==> src/core/epc_pkg.sv <==
// Package: register map, field positions, reset values and clock codes
package epc_pkg;
   // Register indices; byte address is four times the index
   localparam logic [15:0] EPC_IDX_CLK_CTRL = 16'hffb6;
   localparam logic [15:0] EPC_IDX_CTRL_STAT = 16'hffb7;
   localparam logic [15:0] EPC_IDX_COUNT = 16'hffb8;
   localparam logic [15:0] EPC_IDX_COMPARE = 16'hffb9;
   localparam logic [15:0] EPC_IDX_PORT_MODE = 16'hffc8;
   localparam logic [15:0] EPC_IDX_EDGE_SEL = 16'hfff2;
   localparam logic [15:0] EPC_IDX_IRQ_MASK = 16'hfff4;
   localparam logic [15:0] EPC_IDX_IRQ_STAT = 16'hfff7;
   localparam logic [31:0] EPC_ADDR_CLK_CTRL = {14'h0000, EPC_IDX_CLK_CTRL, 2'h0};
   localparam logic [31:0] EPC_ADDR_CTRL_STAT = {14'h0000, EPC_IDX_CTRL_STAT, 2'h0};
   localparam logic [31:0] EPC_ADDR_COUNT = {14'h0000, EPC_IDX_COUNT, 2'h0};
   localparam logic [31:0] EPC_ADDR_COMPARE = {14'h0000, EPC_IDX_COMPARE, 2'h0};
   localparam logic [31:0] EPC_ADDR_PORT_MODE = {14'h0000, EPC_IDX_PORT_MODE, 2'h0};
   localparam logic [31:0] EPC_ADDR_EDGE_SEL = {14'h0000, EPC_IDX_EDGE_SEL, 2'h0};
   localparam logic [31:0] EPC_ADDR_IRQ_MASK = {14'h0000, EPC_IDX_IRQ_MASK, 2'h0};
   localparam logic [31:0] EPC_ADDR_IRQ_STAT = {14'h0000, EPC_IDX_IRQ_STAT, 2'h0};
   // Field positions
   localparam int EPC_UPPER_SEL_LSB = 4;
   localparam int EPC_LOWER_SEL_LSB = 0;
   localparam int EPC_OVF_BIT = 7;
   localparam int EPC_CMF_BIT = 6;
   localparam int EPC_OVIE_BIT = 5;
   localparam int EPC_CCLR_BIT = 4;
   localparam int EPC_PIN_FN_BIT = 7;
   localparam int EPC_EDGE_BIT = 3;
   localparam int EPC_IRQ_OVF_BIT = 0;
   localparam int EPC_IRQ_CMF_BIT = 1;
   // Clock select codes; 000..010 pick external / 16-bit mode
   localparam logic [2:0] EPC_SEL_EXT_MAX = 3'h2;
   localparam logic [2:0] EPC_SEL_NONE = 3'h3;
   localparam logic [2:0] EPC_SEL_SYS32 = 3'h4;
   localparam logic [2:0] EPC_SEL_SYS6 = 3'h5;
   localparam logic [2:0] EPC_SEL_SYS4 = 3'h6;
   localparam logic [2:0] EPC_SEL_SUB4 = 3'h7;
   // Prescaler ratios
   localparam int EPC_DIV_SYS4 = 4;
   localparam int EPC_DIV_SYS6 = 6;
   localparam int EPC_DIV_SYS32 = 32;
   localparam int EPC_DIV_SUB4 = 4;
   // Reset values
   localparam logic [2:0] EPC_RST_SEL = 3'h0;
   localparam logic [15:0] EPC_RST_COUNT = 16'h0000;
   localparam logic [15:0] EPC_RST_COMPARE = 16'hffff;
   localparam logic EPC_RST_EDGE_RISE = 1'b0;
   localparam logic EPC_RST_PIN_FN = 1'b0;
   localparam logic [1:0] EPC_RST_IRQ = 2'h0;
   localparam logic [15:0] EPC_COUNT_MAX = 16'hffff;
   localparam logic [7:0] EPC_BYTE_MAX = 8'hff;
endpackage

==> src/core/epc_counter.sv <==
// Event pulse counter with AHB-Lite register slave
//
// Overview of operation
// 16-bit up counter, readable and writable, steps on each selected clock edge.
// Sources: system clock /4, /6, /32, subclock /4, or external clock.
// 8-bit clock control register picks 16/8-bit mode and input clocks.
// 8-bit control/status holds clear select, overflow, compare flags, irq enable.
// External source takes its pulses from the event input pin.
// Upper select field 000, 001 or 010 makes one 16-bit counter.
// Lower select field 000, 001 or 010 counts external event edges.
// Overflow flag bit 7 sets on counter overflow, else reads 0.
// Compare-match flag bit 6 sets on compare match, else reads 0.
// Overflow irq enable bit 5 permits overflow requests when 1.
// Clear enable bit 4 makes compare match clear the counter.
// Upper overflow raises request flag, forwarded only while its gate is set.
// Software counts 1024 rising edges, seeing completion by overflow interrupt.
// Software then stops external clock input so counting ends.
// Handler sets completion flag in memory and disables counter interrupts.
// Edge select bit 3: rising edges when 1, falling when 0.
// Port mode bit 7: general port when 0, event input when 1.
// Increment from all ones wraps to zero while setting overflow flag.
// Flags stay set until written 0; writing 1 never sets them.
//
// Register access over AHB-Lite is this design's own decision.
`timescale 1ns/10ps
`default_nettype none
module epc_counter (
   input wire logic hclk,
   input wire logic hresetn,
   input wire logic hsel,
   input wire logic [31:0] haddr,
   input wire logic [1:0] htrans,
   input wire logic hwrite,
   input wire logic [2:0] hsize,
   input wire logic [31:0] hwdata,
   input wire logic hready,
   output logic hreadyout,
   output logic hresp,
   output logic [31:0] hrdata,
   input wire logic event_input_pin,
   input wire logic subclk_in,
   output logic irq
);
   import epc_pkg::*;

   typedef struct packed {
      logic dp_wr;
      logic [31:0] dp_addr;
      logic [31:0] rdata;
      logic [2:0] upper_sel;
      logic [2:0] lower_sel;
      logic overflow_flag;
      logic compare_match_flag;
      logic overflow_irq_enable;
      logic compare_clear_enable;
      logic [15:0] count;
      logic [15:0] compare;
      logic pin_fn;
      logic edge_rise;
      logic [1:0] irq_gate;
      logic [1:0] irq_req;
      logic irq;
   } epc_state_t;

   epc_state_t s_r;
   epc_state_t s_nxt;

   logic ev_edge;
   logic sub_edge;
   logic d4;
   logic d6;
   logic d32;
   logic s4;
   logic ext_tick;
   logic lo_tick;
   logic up_tick;
   logic mode16;

   ////////////////////////////////////////////////////////////////////////////
   // Clock sources

   epc_edge u_ev_edge (
      .hclk(hclk),
      .hresetn(hresetn),
      .din(event_input_pin),
      .rise_sel(s_r.edge_rise),
      .pulse(ev_edge)
   );

   epc_edge u_sub_edge (
      .hclk(hclk),
      .hresetn(hresetn),
      .din(subclk_in),
      .rise_sel(1'b1),
      .pulse(sub_edge)
   );

   epc_divider #(.DIV(EPC_DIV_SYS4)) u_div4 (
      .hclk(hclk),
      .hresetn(hresetn),
      .en(1'b1),
      .tick(d4)
   );

   epc_divider #(.DIV(EPC_DIV_SYS6)) u_div6 (
      .hclk(hclk),
      .hresetn(hresetn),
      .en(1'b1),
      .tick(d6)
   );

   epc_divider #(.DIV(EPC_DIV_SYS32)) u_div32 (
      .hclk(hclk),
      .hresetn(hresetn),
      .en(1'b1),
      .tick(d32)
   );

   epc_divider #(.DIV(EPC_DIV_SUB4)) u_sub4 (
      .hclk(hclk),
      .hresetn(hresetn),
      .en(sub_edge),
      .tick(s4)
   );

   // Pin serves as event input only in its event function
   assign ext_tick = ev_edge & s_r.pin_fn;

   // Sources are arguments so the assigns wake on every tick
   function automatic logic pick(input logic [2:0] f, input logic [4:0] src);
      case (f)
         3'h0, 3'h1, EPC_SEL_EXT_MAX: pick = src[0];
         EPC_SEL_SYS32: pick = src[1];
         EPC_SEL_SYS6: pick = src[2];
         EPC_SEL_SYS4: pick = src[3];
         EPC_SEL_SUB4: pick = src[4];
         default: pick = 1'b0;
      endcase
   endfunction

   assign mode16 = (s_r.upper_sel <= EPC_SEL_EXT_MAX);
   assign lo_tick = pick(s_r.lower_sel, {s4, d4, d6, d32, ext_tick});
   assign up_tick = pick(s_r.upper_sel, {s4, d4, d6, d32, ext_tick});

   ////////////////////////////////////////////////////////////////////////////
   // Register read mux

   function automatic logic [31:0] rd_word(input logic [31:0] a, input epc_state_t s);
      rd_word = 32'h0000_0000;
      case (a)
         EPC_ADDR_CLK_CTRL:
            rd_word[7:0] = {1'b0, s.upper_sel, 1'b0, s.lower_sel};
         EPC_ADDR_CTRL_STAT:
            rd_word[7:0] = {s.overflow_flag, s.compare_match_flag,
               s.overflow_irq_enable, s.compare_clear_enable, 4'h0};
         EPC_ADDR_COUNT: rd_word[15:0] = s.count;
         EPC_ADDR_COMPARE: rd_word[15:0] = s.compare;
         EPC_ADDR_PORT_MODE: rd_word[EPC_PIN_FN_BIT] = s.pin_fn;
         EPC_ADDR_EDGE_SEL: rd_word[EPC_EDGE_BIT] = s.edge_rise;
         EPC_ADDR_IRQ_MASK: rd_word[1:0] = s.irq_gate;
         EPC_ADDR_IRQ_STAT: rd_word[1:0] = s.irq_req;
         default: rd_word = 32'h0000_0000;
      endcase
   endfunction

   ////////////////////////////////////////////////////////////////////////////
   // Next state

   always_comb
   begin
      logic wr_cs;
      logic ovf_ev;
      logic cmf_ev;
      logic [15:0] cnt;
      wr_cs = 1'b0;
      ovf_ev = 1'b0;
      cmf_ev = 1'b0;
      cnt = s_r.count;
      s_nxt = s_r;

      // Address phase capture; read data staged for the data phase
      s_nxt.dp_wr = 1'b0;
      if (hsel && hready && htrans[1])
      begin
         s_nxt.dp_wr = hwrite;
         s_nxt.dp_addr = haddr;
         s_nxt.rdata = rd_word(haddr, s_r);
      end

      // Counting
      if (mode16)
      begin
         if (lo_tick)
         begin
            ovf_ev = (cnt == EPC_COUNT_MAX);
            cnt = cnt + 16'h0001;
            cmf_ev = (cnt == s_r.compare);
         end
      end
      else
      begin
         if (lo_tick)
         begin
            cnt[7:0] = cnt[7:0] + 8'h01;
         end
         if (up_tick)
         begin
            ovf_ev = (cnt[15:8] == EPC_BYTE_MAX);
            cnt[15:8] = cnt[15:8] + 8'h01;
         end
         cmf_ev = (lo_tick | up_tick) && (cnt == s_r.compare);
      end
      if (cmf_ev && s_r.compare_clear_enable)
      begin
         cnt = 16'h0000;
      end

      // Software write of the count wins over a tick in the same cycle
      if (s_r.dp_wr && s_r.dp_addr == EPC_ADDR_COUNT)
      begin
         cnt = hwdata[15:0];
         ovf_ev = 1'b0;
         cmf_ev = 1'b0;
      end
      s_nxt.count = cnt;

      // Register writes
      if (s_r.dp_wr)
      begin
         case (s_r.dp_addr)
            EPC_ADDR_CLK_CTRL:
            begin
               s_nxt.upper_sel = hwdata[EPC_UPPER_SEL_LSB +: 3];
               s_nxt.lower_sel = hwdata[EPC_LOWER_SEL_LSB +: 3];
            end
            EPC_ADDR_CTRL_STAT:
            begin
               wr_cs = 1'b1;
               s_nxt.overflow_irq_enable = hwdata[EPC_OVIE_BIT];
               s_nxt.compare_clear_enable = hwdata[EPC_CCLR_BIT];
            end
            EPC_ADDR_COMPARE: s_nxt.compare = hwdata[15:0];
            EPC_ADDR_PORT_MODE: s_nxt.pin_fn = hwdata[EPC_PIN_FN_BIT];
            EPC_ADDR_EDGE_SEL: s_nxt.edge_rise = hwdata[EPC_EDGE_BIT];
            EPC_ADDR_IRQ_MASK: s_nxt.irq_gate = hwdata[1:0];
            EPC_ADDR_IRQ_STAT: s_nxt.irq_req = s_r.irq_req & ~hwdata[1:0];
            default: s_nxt.irq_gate = s_r.irq_gate;
         endcase
      end

      // Flags: writing 0 clears, writing 1 keeps, event wins
      if (wr_cs && !hwdata[EPC_OVF_BIT])
      begin
         s_nxt.overflow_flag = 1'b0;
      end
      if (wr_cs && !hwdata[EPC_CMF_BIT])
      begin
         s_nxt.compare_match_flag = 1'b0;
      end
      if (ovf_ev)
      begin
         s_nxt.overflow_flag = 1'b1;
      end
      if (cmf_ev)
      begin
         s_nxt.compare_match_flag = 1'b1;
      end

      // Sticky requests; set wins over write-one-to-clear
      if (ovf_ev && s_r.overflow_irq_enable)
      begin
         s_nxt.irq_req[EPC_IRQ_OVF_BIT] = 1'b1;
      end
      if (cmf_ev)
      begin
         s_nxt.irq_req[EPC_IRQ_CMF_BIT] = 1'b1;
      end
      s_nxt.irq = |(s_nxt.irq_req & s_nxt.irq_gate);
   end

   ////////////////////////////////////////////////////////////////////////////
   // State register

   always_ff @(posedge hclk or negedge hresetn)
   begin
      if (!hresetn)
      begin
         s_r.dp_wr <= 1'b0;
         s_r.dp_addr <= 32'h0000_0000;
         s_r.rdata <= 32'h0000_0000;
         s_r.upper_sel <= EPC_RST_SEL;
         s_r.lower_sel <= EPC_RST_SEL;
         s_r.overflow_flag <= 1'b0;
         s_r.compare_match_flag <= 1'b0;
         s_r.overflow_irq_enable <= 1'b0;
         s_r.compare_clear_enable <= 1'b0;
         s_r.count <= EPC_RST_COUNT;
         s_r.compare <= EPC_RST_COMPARE;
         s_r.pin_fn <= EPC_RST_PIN_FN;
         s_r.edge_rise <= EPC_RST_EDGE_RISE;
         s_r.irq_gate <= EPC_RST_IRQ;
         s_r.irq_req <= EPC_RST_IRQ;
         s_r.irq <= 1'b0;
      end
      else
      begin
         s_r <= s_nxt;
      end
   end

   ////////////////////////////////////////////////////////////////////////////
   // Outputs

   // Zero wait states, always OKAY; hsize ignored, every access taken as a word
   assign hreadyout = 1'b1;
   assign hresp = 1'b0;
   assign hrdata = s_r.rdata;
   assign irq = s_r.irq;
endmodule
`default_nettype wire

==> src/core/epc_divider.sv <==
// Prescaler: one tick pulse every DIV enabled cycles
`timescale 1ns/10ps
`default_nettype none
module epc_divider #(
   parameter int DIV = 4
) (
   input wire logic hclk,
   input wire logic hresetn,
   input wire logic en,
   output logic tick
);
   import epc_pkg::*;
   typedef struct packed {
      logic [5:0] cnt;
      logic tick;
   } epc_div_state_t;
   epc_div_state_t s_r;
   epc_div_state_t s_nxt;
   localparam logic [5:0] LAST = 6'(DIV - 1);

   always_comb
   begin
      s_nxt = s_r;
      s_nxt.tick = 1'b0;
      if (en)
      begin
         if (s_r.cnt == LAST)
         begin
            s_nxt.cnt = 6'h00;
            s_nxt.tick = 1'b1;
         end
         else
         begin
            s_nxt.cnt = s_r.cnt + 6'h01;
         end
      end
   end

   always_ff @(posedge hclk or negedge hresetn)
   begin
      if (!hresetn)
      begin
         s_r <= '0;
      end
      else
      begin
         s_r <= s_nxt;
      end
   end

   assign tick = s_r.tick;
endmodule
`default_nettype wire

==> src/core/epc_edge.sv <==
// Edge detector with selectable polarity, one-cycle pulse out
`timescale 1ns/10ps
`default_nettype none
module epc_edge (
   input wire logic hclk,
   input wire logic hresetn,
   input wire logic din,
   input wire logic rise_sel,
   output logic pulse
);
   import epc_pkg::*;
   typedef struct packed {
      logic prev;
      logic pulse;
   } epc_edge_state_t;
   epc_edge_state_t s_r;
   epc_edge_state_t s_nxt;

   always_comb
   begin
      s_nxt.prev = din;
      if (rise_sel)
      begin
         s_nxt.pulse = din & ~s_r.prev;
      end
      else
      begin
         s_nxt.pulse = ~din & s_r.prev;
      end
   end

   always_ff @(posedge hclk or negedge hresetn)
   begin
      if (!hresetn)
      begin
         s_r <= '0;
      end
      else
      begin
         s_r <= s_nxt;
      end
   end

   assign pulse = s_r.pulse;
endmodule
`default_nettype wire

==> config.mk <==
export PLATFORM = sky130hd
export DESIGN_NAME = epc_counter
export DESIGN_NICKNAME = d
export VERILOG_FILES = /design/src/core/epc_pkg.sv /design/src/core/epc_counter.sv /design/src/core/epc_divider.sv /design/src/core/epc_edge.sv
export SDC_FILE = /design/constraint.sdc
export NUM_CORES = 1
export LEC_CHECK = 0
export BUFFER_PORTS_ARGS = -buffer_cell sky130_fd_sc_hd__buf_4
export CAP_MARGIN = 5
export CORE_MARGIN = 2
export CORE_UTILIZATION = 40
export DETAILED_ROUTE_END_ITERATION = 6
export SYNTH_ARGS = -nofsm -noshare
export SYNTH_HDL_FRONTEND = slang
export SYNTH_SLANG_ARGS = --single-unit
==> constraint.sdc <==
create_clock -name hclk -period 4.07 [get_ports hclk]
set_input_delay 0.407 -clock hclk [delete_from_list [all_inputs] [get_ports hclk]]
set_output_delay 0.407 -clock hclk [all_outputs]
set_load 0.05 [all_outputs]
## Word-level counts from Yosys, hierarchy flattened

Index checks and enable logic that the tools add are counted.

| word-level totals | value |
|---|---|
| bits in registers | 130 |
| output and inout bits | 35 |
| logic and storage cells | 151 |

| cells by class | value |
|---|---|
| $add $sub $neg | 7 |
| order comparisons | 1 |
| eq/ne operators | 37 |
| muxes and demuxes | 45 |
| bitwise operators | 11 |
| reductions and logical operators | 22 |

Operator list:

| cell | count |
|---|---|
| equality test 32 x 18 -> 1 bit, second input constant | 16 |
| 2-to-1 mux 65 bit | 1 |
| 2-to-1 mux 16 bit | 4 |
| equality test 16 bit | 2 |
| 2-to-1 mux 8 bit | 4 |
| adder 6 x 1 -> 6 bit, second input constant | 4 |
| equality test 3 bit, second input constant | 8 |
| 2-to-1 mux 6 bit | 4 |
| 2-to-1 mux 1 bit | 21 |
| adder 16 x 1 -> 16 bit, second input constant | 1 |
| adder 8 x 1 -> 8 bit, second input constant | 2 |
| equality test 16 bit, second input constant | 1 |
| case mux 8 bit (2 select lines) | 1 |
| equality test 6 x 2 -> 1 bit, second input constant | 2 |
| case mux 3 bit (4 select lines) | 1 |
| case mux 1 bit (5 select lines) | 2 |
| case mux 2 bit (5 select lines) | 1 |
| AND reduction 2 bit | 5 |
| equality test 8 bit, second input constant | 1 |
| logical AND 1 bit | 8 |
| equality test 3 x 1 -> 1 bit, second input constant | 2 |
| equality test 3 x 2 -> 1 bit, second input constant | 2 |
| equality test 6 x 3 -> 1 bit, second input constant | 1 |
| equality test 6 x 5 -> 1 bit, second input constant | 1 |
| other kinds (16) | 28 |

## Longest topological paths before layout

Gate-level depths: netlist of the first run.

| logic depth | value |
|---|---|
| word-level depth | 12 |
| mapped depth | 11 |
| gate-level depth less buffers | 8 |

## By module

Synthesis of the first run repeated with hierarchy kept, for this count alone.

| second synthesis, totals | value |
|---|---|
| cell total of the unflattened synthesis | 731 |
| area, all modules | 7370.8 um^2 |

Modules (own cells, without submodules):

| module | times used | cells an instance | area an instance (um^2) | seq. area each (um^2) |
|---|---|---|---|---|
| epc_counter | 1 | 621 | 6002.0 | 2472.4 |
| epc_divider at u_div4 ... | 2 | 23 | 290.3 | 175.2 |
| epc_divider at u_div6 | 1 | 31 | 349.1 | 175.2 |
| epc_divider at u_div32 | 1 | 23 | 294.0 | 175.2 |
| epc_edge | 2 | 5 | 72.6 | 50.0 |

## Least setup slack after synthesis of the first run

Ideal clock, no wire load.

| timing path | value |
|---|---|
| kind | reg-to-reg |
| start | register s_r[23] (netlist name) |
| end | register s_r[34] (netlist name) |
| library setup time | 0.139 ns |
| arrival | 2.369 ns |
| required time | 3.931 ns |
| setup slack | 1.562 ns |
| cell stages (with the launch flop) | 12 |
| buffers on the path | 3 |
| clock period less this slack | 2.508 ns |
| cell sequence | dfrtp_1 -> ha_1 -> clkbuf_1 -> nand3_1 -> a31o_2 -> a211oi_1 -> o2111ai_1 -> nor4_1 -> and4_1 -> buf_6 -> buf_6 -> o31ai_1 |

| on the way | value |
|---|---|
| word-level cells in the longest chain between the ends | 9 |
| elaborated cells between the ends (all ways) | 15 |

RTL lines:

| item | line | RTL |
|---|---|---|
| start: declaration | epc_counter.sv:65 | `epc_state_t s_r;` |
| start signal: assignment | epc_counter.sv:307 | `s_r <= s_nxt;` |
| adder 8 x 1 -> 8 bit | epc_counter.sv:204 | `cnt[7:0] = cnt[7:0] + 8'h01;` |
| 2-to-1 mux 8 bit | epc_counter.sv:202 | `if (lo_tick)` |
| 2-to-1 mux 8 bit | epc_counter.sv:191 | `if (mode16)` |
| equality test 16 bit | epc_counter.sv:211 | `cmf_ev = (lo_tick \| up_tick) && (cnt == s_r.compare);` |
| logical AND 1 bit | epc_counter.sv:211 |  |
| 2-to-1 mux 1 bit | epc_counter.sv:191 |  |
| logical AND 1 bit | epc_counter.sv:213 | `if (cmf_ev && s_r.compare_clear_enable)` |
| 2-to-1 mux 16 bit | epc_counter.sv:213 |  |
| 2-to-1 mux 16 bit | epc_counter.sv:219 | `if (s_r.dp_wr && s_r.dp_addr == EPC_ADDR_COUNT)` |

Parallel ways exist; a longest one is shown, timed or not. The select of a mux whose other input is x is not followed.
A chain may end at the register's enable or synchronous reset.

## Worst setup path in the final report of the first run

| timing path | value |
|---|---|
| start | register s_r[23] (netlist name) |
| end | register s_r[26] (netlist name) |

Same word-level chain as after synthesis.

==> results of run 1 <==
==> sequential cells by signal, summed over array words and instances, names as in the netlist <==
| signal | count |
|---|---|
| u_sub4.s_r | 6 |
| u_div6.tick | 1 |
| s_r | 81 |
| u_div6.s_r | 6 |
| u_ev_edge.pulse | 1 |
| u_div4.tick | 1 |
| u_div4.s_r | 6 |
| u_sub4.tick | 1 |
| u_sub_edge.s_r | 1 |
| hrdata | 16 |
| u_sub_edge.pulse | 1 |
| u_div32.tick | 1 |
| u_div32.s_r | 6 |
| irq | 1 |
| u_ev_edge.s_r | 1 |
==> cell usage after synthesis (8+ instances only) <==
cell / number
dfrtp_1: 114
buf_2: 9
clkbuf_1: 36
o21ai_0: 29
buf_4: 35
a211oi_1: 8
nand2b_1: 10
nand4_1: 17
and2_1: 9
a22oi_1: 13
o21ai_1: 8
and3_1: 10
o31ai_1: 10
mux2_2: 28
mux2i_1: 8
nor3_1: 8
a221oi_1: 13
xor2_1: 12
nand2_1: 152
xnor2_1: 37
inv_1: 14
o211ai_1: 8
nor4_1: 14
a21oi_1: 12
dfstp_2: 16
nand3_1: 32
nor2_1: 58
==> placed cells by master (no fill, tap or decap), types with 14 or more instances in the layout <==
cell         n
dfstp_2     16
nand3_1     31
xnor2_1     37
o21ai_0     29
nor2_1      58
nand2_1    152
mux2_2      28
dfrtp_1    114
clkbuf_16   17
buf_4       90
inv_1       14
conb_1      18
nand4_1     17
==> power by group through the flow <==
stage | sequential [mW] | clock, mW | combinational (mW)
3_5_place_dp | 1.48 | 0 | 0.349
6_report | 1.46 | 1.52 | 0.344
4_1_cts | 1.46 | 1.55 | 0.349
3_3_place_gp | 1.48 | 0 | 0.344
5_1_grt | 1.47 | 1.61 | 0.389
2_1_floorplan | 1.46 | 0 | 0.251
==> worst paths after layout <==
kind                            depth (start not counted)           endpoint  slack, ps
worst max-delay path                                    9            s_r[26]        740
worst min-delay path                                    1           s_r[103]          6
worst max register to register                          9            s_r[26]        740
worst min register to register                          1   u_sub_edge.pulse        390
max in group asynchronous                               2            s_r[21]       3130
min in group hclk                                       1  u_sub_edge.s_r[1]         90
==> stage by stage <==
stage	std cells	area [um^2]	total power, mW
CTS	1175	9007	3.358
global route	1175	9007	3.471
detailed placement	1143	8426	1.827
finish	1175	9007	3.322
global placement	1143	8426	1.819
floorplan	872	7865	1.709
==> metal layers <==
metal | GRT usage | part of all wire
met1 | 0.3245 | 0.46
met2 | 0.3434 | 0.44
met3 | 0.04898 | 0.070
met4 | 0.09804 | 0.032
met5 | 0 | 0
==> final cells by class <==
cell class,count,area [um^2],area share
clock buffers,18,439.2,0.04876
inverters,14,52.55,0.005834
flip-flops and latches,130,3273,0.3634
clock inverters,14,142.6,0.01584
well taps,265,331.6,0.03681
multi-input cells,643,4081,0.4531
repair buffers,91,686.9,0.07626
==> cells by family after synthesis <==
group                      share of synthesized area
AOI/OAI and AO/OA                             0.1634
xor gates and xnor gates                     0.05499
adders and majority gates                    0.01122
buffers and inverters                        0.06877
DFF                                           0.4194
muxes                                        0.05643
other                                      0.0009622
and+or+nand+nor                               0.2249
==> worst reg2reg max path, delay by kind of cell, from the launching register on <==
kind / cells / cell delay, ps
buffers and inverters: 1 / 280
AOI/OAI and AO/OA: 4 / 880
and+or+nand+nor: 3 / 1100
adders and majority gates: 1 / 430
DFF: 1 / 490
==> flow_metrics.tcl, run 1 <==
set metrics [dict create \
    final_util 0.4659 \
    status "complete, no violations" \
    ys_top_cells_by_area "dfrtp_1 37%, nand2_1 7.3%, dfstp_2 5.4%" \
    avgSynthCellArea_um2 9.118 \
    drt_iter0_drc 592 \
    grt-ovfl-total 0 \
    rows 51 \
    area_growth_syn_to_layout_pct 15.41 \
    htreeDepth 4 \
    layout_min_cycle_time_ps 3331 \
    critPathTopFamily "simple AND/OR/NAND/NOR gates" \
    fin_skew_ps 17.06 \
    peakVddDrop_mv 0.2465 \
    async_reset_ff_frac 1.000 \
    whs_ps 5.516 \
    clk_latency_ps 440 \
    syn-cell-area_um2 7805 \
    pwr-share-comb 0.104 \
    drt_first_pass_iters 5 \
    drv_cap 0 \
    cts-resized-gates 0 \
    pwr-share-seq 0.438 \
    critPathArrivalTime_ps 3620 \
    dpl.hpwl_mm 16.38 \
    slowest_stage "and4_1" \
    yosysUniqueCellTypes 82 \
    fin_crit_sh 0.8183 \
    grt_pass1_wl_mm 36.15 \
    cts_tree "done" \
    grt_usage 0.2306 \
    wl_mm 22.63 \
    yosysTopAreaCell "dfrtp_1" \
    p_leak_nw 3.998 \
    hold_class "input port to asynchronous set/reset pin" \
    antenna_found_initial 0 \
    path_cells "ha_1, nand3_1, a31o_2, a211oi_1, o2111ai_1, nor4_1, and4_1, buf_4, o41ai_1" \
    grt_pass1_vias 6490 \
    critPathMaxFanout 11 \
    synth_edf_count 0 \
    ctsHoldBuffers 0 \
    seq_area_frac_synth 0.4194 \
    worstSetupPathType "register to register" \
    die_h_um 143.7 \
    worst_pin_slew_ps 1011 \
    cts_setup_buffers 0 \
    cts_inserted_buffers 17 \
    setup_tns_ps 0 \
    grt_max_degree 79 \
    required_ps 4360 \
    p_switching_uw 933.1 \
    root_buffer "clkbuf_16" \
    clkPwrFrac 0.458 \
    port_buffers 72 \
    n_fill_cell 1919 \
    endpoint_kind "register" \
    maxSlewViolCount 0 \
    powerDensity_nw_per_um2 368.8 \
    cp-start-kind "register" \
    grt_setup_unrepaired "no" \
    core-area_um2 19330 \
    viasPerCell 5.701 \
    power.share.switching 0.2809 \
    fmax_ghz 0.3002 \
    ant_nets 0 \
    yosys_most_used_dff "dfrtp_1" \
    r2r_start "s_r[23]" \
    wl_per_cell_um 19.26 \
    start_util 0.4037 \
    preCtsSetupSlack_ps 834.9 \
    cts.clk_slew.worst_paths_ps 70 \
    num_vias 6699 \
    slew_headroom 0.3234 \
    diodes 0 \
    die_area_um2 20650 \
    crit_buf_inv 1 \
    setup_viol 0 \
    cts_sinks 130 \
    io_pins 111 \
    startpoint "s_r[23]" \
    max_stage_delay_ps 510 \
    setup_ws_ps 739.3 \
    p_int_mw 2.389 \
    syn_inst 856 \
    synth_top_area_share 0.3655 \
    ys_warn_count 0 \
    drc_errors 0 \
    die_x_um 143.7 \
    drive_gt1_frac 0.2022 \
    ys_ff_latch 130 \
    cts_max_path_buffers 2 \
    gp_congestion 1.040 \
    fin_nets 980 \
    hold_viol 0 \
]
(Power assumes the default switching activity.)
==> run 2: changes to the inputs <==
==> constraint.sdc (replaced) <==
create_clock -name hclk -period 3 [get_ports hclk]
set_input_delay 0.3 -clock hclk [delete_from_list [all_inputs] [get_ports hclk]]
set_output_delay 0.3 -clock hclk [all_outputs]
set_load 0.05 [all_outputs]
==> run 2 against run 1 <==
  * Combinational power rose by 37%
  * Critical path depth did not move
  * Highest routed layer unchanged
  * Worst setup slack got worse by 610 ps
  * Non-clock buffer count rose by 37
  * Largest power group unchanged
==> flow_metrics.tcl, run 2 (synthesis results as in run 1) <==
set metrics [dict create \
    status "complete, no violations" \
    root_buffer "clkbuf_16" \
    wl_per_cell_um 18.90 \
    layout_min_cycle_time_ps 2872 \
    r2r_start "s_r[23]" \
    ant_nets 0 \
    peakVddDrop_mv 0.3004 \
    grt_max_degree 74 \
    area_growth_syn_to_layout_pct 19.49 \
    maxSlewViolCount 0 \
    fin_cells 1212 \
    drc_errors 0 \
    rows 51 \
    grt_setup_unrepaired "no" \
    fin_nets 1017 \
    cts_setup_buffers 0 \
    p_int_mw 3.333 \
    viasPerCell 5.618 \
    hold_viol 0 \
    cts_sinks 130 \
    pwr-share-seq 0.435 \
    core-area_um2 19330 \
    powerDensity_nw_per_um2 487.6 \
    pwr-share-comb 0.104 \
    p_total_mw 4.547 \
    grt_pass1_wl_mm 36.13 \
    layout_commonest_cell "nand2_1" \
    clkPwrFrac 0.461 \
    dpl.cell_count 1177 \
    hold_class "input port to register" \
    start_util 0.4037 \
    port_buffers 72 \
    grt-ovfl-total 0 \
    dpl.hpwl_mm 17.19 \
    die_h_um 143.7 \
    setup_viol 0 \
    largest_reg_flops 81 \
    drv_cap 0 \
    worst_pin_slew_ps 831.8 \
    diodes 0 \
    fin_area_um2 9326 \
    die_area_um2 20650 \
    num_vias 6809 \
    power.share.switching 0.2671 \
    cts_max_path_buffers 2 \
    die_x_um 143.7 \
    fmax_ghz 0.3482 \
    drt_iter0_drc 559 \
    p_leak_nw 4.175 \
    n_fill_cell 1894 \
    top_register "s_r" \
    drt_first_pass_iters 6 \
    final_util 0.4824 \
    dpl-instance-area_um2 8706 \
    gp_congestion 0.9703 \
    setup_tns_ps 0 \
    worstSetupPathType "register to register" \
    clk_latency_ps 420 \
    slew_headroom 0.4455 \
    wl_mm 22.91 \
    cp-start-kind "register" \
    grt_pass1_vias 6560 \
    layout_common_cells "152 x nand2_1, 122 x buf_4, 114 x dfrtp_1" \
    cts.clk_slew.worst_paths_ps 60 \
    htreeDepth 4 \
    required_ps 3300 \
    holdCritStartpoint "haddr[22]" \
    critPathMaxFanout 7 \
    startpoint "s_r[23]" \
    io_pins 111 \
    drive_gt1_frac 0.2291 \
    grt_usage 0.2300 \
    fin_crit_sh 0.9572 \
    critPathArrivalTime_ps 3170 \
    antenna_found_initial 0 \
    cts_tree "done" \
    fin_skew_ps 9.909 \
    cts_inserted_buffers 17 \
    p_switching_mw 1.215 \
    endpoint_kind "register" \
]
run 2: cell count changes in the layout (fill, tap and decap cells not counted), sizes merged:
cell and delta:
buf +34, inv -4, clkbuf +3, dlygate4sd3 +3, bufinv +1, clkinv -1, clkinvlp +1
run 2: worst paths after layout:
check | endpoint | slack, ps | cells past startpoint
max in group asynchronous | s_r[15] | 1780 | 3
setup reg to reg | s_r[36] | 130 | 9
hold / removal | s_r[103] | 70 | 3
hold reg to reg | u_sub_edge.pulse | 400 | 1
setup / recovery | s_r[36] | 130 | 9
min in group asynchronous | s_r[103] | 400 | 2
run 2: power groups by stage:
stage | registers, mW | clock network, mW | logic [mW]
after floorplan | 1.98 | 0 | 0.341
after global placement | 2.00 | 0 | 0.464
after detailed placement | 2.01 | 0 | 0.475
after CTS | 1.98 | 2.13 | 0.478
after global routing | 1.99 | 2.21 | 0.526
final | 1.98 | 2.10 | 0.472
run 2: area by class of cell:
cell class | count | area (um^2) | area share
clock buffers | 21 | 460.4 | 0.04937
clock inverters | 11 | 127.6 | 0.01368
inverters | 14 | 52.55 | 0.005635
multi-input cells | 643 | 4084 | 0.4379
flip-flops and latches | 130 | 3273 | 0.3510
well taps | 265 | 331.6 | 0.03555
repair buffers | 128 | 997.2 | 0.1069
run 2: what timing repair did:
action / CTS / global route
gates resized for setup: 0 / 1
endpoints found under the setup margin: 0 / 10
hold buffers: 3 / 0
endpoints found under the hold margin: 54 / 0
run 2: metrics by stage:
stage / worst slack [ps] / hold slack, ps
after floorplan: 492.4 / 4.409
after global placement: 189.8 / 308.4
after detailed placement: 192.9 / 308.0
after CTS: 166.5 / 64.60
after global routing: 12.35 / 68.37
final: 128.4 / 70.35
run 2: critical path, cell delays in order, from the launching register on:
cell and delay (ps):
dfrtp_1 530, ha_2 370, xor2_1 150, a211oi_1 230
o221ai_1 160, a2111oi_0 430, o2111ai_1 350, buf_4 270
o211ai_1 190, o21ai_1 70
run 2: layer usage:
metal,vias to the layer above,track usage,part of all wire,wire (um)
li1,3209,-,-,-
met5,-,0,0,0
met1,3325,0.3242,0.46,10600
met4,0,0.08772,0.031,710
met2,226,0.3511,0.44,10150
met3,49,0.04299,0.063,1452
==> run 3: changes to the inputs <==
==> constraint.sdc (replaced) <==
create_clock -name hclk -period 2.8 [get_ports hclk]
set_input_delay 0.28 -clock hclk [delete_from_list [all_inputs] [get_ports hclk]]
set_output_delay 0.28 -clock hclk [all_outputs]
set_load 0.05 [all_outputs]
==> run 3 against run 2 <==
  * Die area unchanged
  * Sequential power up 7%
  * Hold slack worse by 22 ps
  * Maximum frequency up 7.7%
  * Clock power up 6%
  * Wire length about the same
  * Sequential cell count unchanged
  * Critical path depth up 1
  * Via count up 1.3%
  * First-iteration DRC count up 16%
  * Final cell count up 1.3%
==> flow_metrics.tcl, run 3 (synthesis results as in run 1) <==
set metrics [dict create \
    setup_ws_ps 134.6 \
    r2r-end "s_r[24]" \
    grt_use_met1 0.3228 \
    slew_headroom 0.4268 \
    drt_first_pass_iters 5 \
    ant_nets 0 \
    holdCritStartpoint "haddr[22]" \
    core-area_um2 19330 \
    drc_errors 0 \
    worst_pin_slew_ps 856.6 \
    setup_tns_ps 0 \
    grt_use_met2 0.3566 \
    layout_commonest_cell "nand2_1" \
    p_leak_nw 4.244 \
    regToRegSetupSlack_ps 130 \
    start_util 0.4037 \
    die_x_um 143.7 \
    powerDensity_nw_per_um2 513.0 \
    antenna_found_initial 0 \
    cts_max_path_buffers 2 \
    n_fill_cell 1855 \
    status "complete, no violations" \
    drive_gt1_frac 0.2492 \
    port_buffers 72 \
    wl_mm 22.91 \
    drt_iter0_drc 646 \
    dpl.hpwl_mm 17.08 \
    cp-start-kind "register" \
    critPathMaxFanout 19 \
    required_ps 3100 \
    layout_common_cells "152 x nand2_1, 138 x buf_4, 109 x dfrtp_1" \
    fin_area_um2 9457 \
    cts_sinks 130 \
    maxSlewViolCount 0 \
    peakVddDrop_mv 0.3852 \
    setup_viol 0 \
    die_h_um 143.7 \
    htreeDepth 4 \
    busiest_layer "met2" \
    worst_r2r_path_depth 10 \
    grt_usage 0.2338 \
    gp_congestion 1.001 \
    critPathArrivalTime_ps 2970 \
    grt_pass1_vias 6743 \
    holdPathEnd "s_r[103]" \
    layout_min_cycle_time_ps 2665 \
    hold_viol 0 \
    fin_crit_sh 0.9519 \
    grt_pass1_wl_mm 36.96 \
    dpl-instance-area_um2 8826 \
    fin_cells 1228 \
    dpl.cell_count 1193 \
    grt-ovfl-total 0 \
    top_register "s_r" \
    clk_latency_ps 430 \
    endpoint_kind "register" \
    area_growth_syn_to_layout_pct 21.16 \
    largest_reg_flops 81 \
    p_total_mw 4.852 \
    grt_util_met3 0.04532 \
    cts_inserted_buffers 17 \
    num_vias 6898 \
    fin_skew_ps 13.57 \
    fmax_ghz 0.3752 \
    hold_class "input port to register" \
    layout.area.seq_um2 3279 \
    multiInputGateArea_um2 4093 \
    rows 51 \
    cts.clk_slew.worst_paths_ps 70 \
    grt_setup_unrepaired "no" \
    cts_tree "done" \
    grt_max_degree 65 \
    die_area_um2 20650 \
    drv_cap 0 \
    diodes 0 \
    viasPerCell 5.617 \
    io_pins 111 \
    wl_per_cell_um 18.65 \
    fin_nets 1033 \
    preCtsSetupSlack_ps 48.08 \
    r2r_start "s_r[24]" \
    root_buffer "clkbuf_16" \
    whs_path_depth 3 \
    worstSetupPathType "register to register" \
]
[run 3: changes by cell type in the layout (fill, tap and decap cells not counted), sizes merged]
cell	delta
buf	+16
clkbuf	-3
clkinv	+3
clkinvlp	-1
inv	+1
[run 3: what timing repair did]
action | in CTS | in global routing
endpoints found under the setup margin | 0 | 19
hold endpoints to repair | 60 | 0
resized for setup | 0 | 10
buffers inserted | 0 | 0
hold buffers | 3 | 0
[run 3: stage by stage]
step | util | hold WS [ps]
floorplan | - | -15.59
CTS | 0.4882 | 41.03
global route | 0.4891 | 53.38
global placement | 0.4565 | 301.4
finish | 0.4891 | 48.84
detailed placement | 0.4565 | 302.5
[run 3: layer usage]
metal,vias to the layer above,part of all wire
li1,3237,-
met1,3335,0.45
met2,269,0.44
met3,57,0.067
met4,0,0.035
met5,-,0
[run 3: worst max-delay path by stage]
stage                 start      end
floorplan           s_r[23]  s_r[34]
global placement    s_r[27]      irq
finish              s_r[24]  s_r[24]
detailed placement  s_r[47]  s_r[24]
CTS                 s_r[47]  s_r[24]
global route        s_r[24]  s_r[24]
[run 3: cell type report]
class,instances,share of cell area
multi-input combinational,643,0.4328
sequential,130,0.3468
timing repair buffer,144,0.1182
clock buffer,18,0.04538
tap,265,0.03506
clock inverter,14,0.01627
inverter,14,0.005557
[run 3: critical path, cell delays in order, from the launching register on]
cell and delay (ps):
dfrtp_1 390, buf_4 160, and4_1 230, buf_4 150
and2_1 210, a311o_1 380, a221o_1 290, nor4_1 170
and4_1 270, buf_12 170, o41ai_1 100
[run 3: power breakdown]
group          switching, mW  total, mW  leakage [nW]  internal (mW)
Clock                  0.903       2.23         0.283           1.32
Sequential             0.105       2.12          1.55           2.01
Combinational          0.315      0.506          2.41          0.191
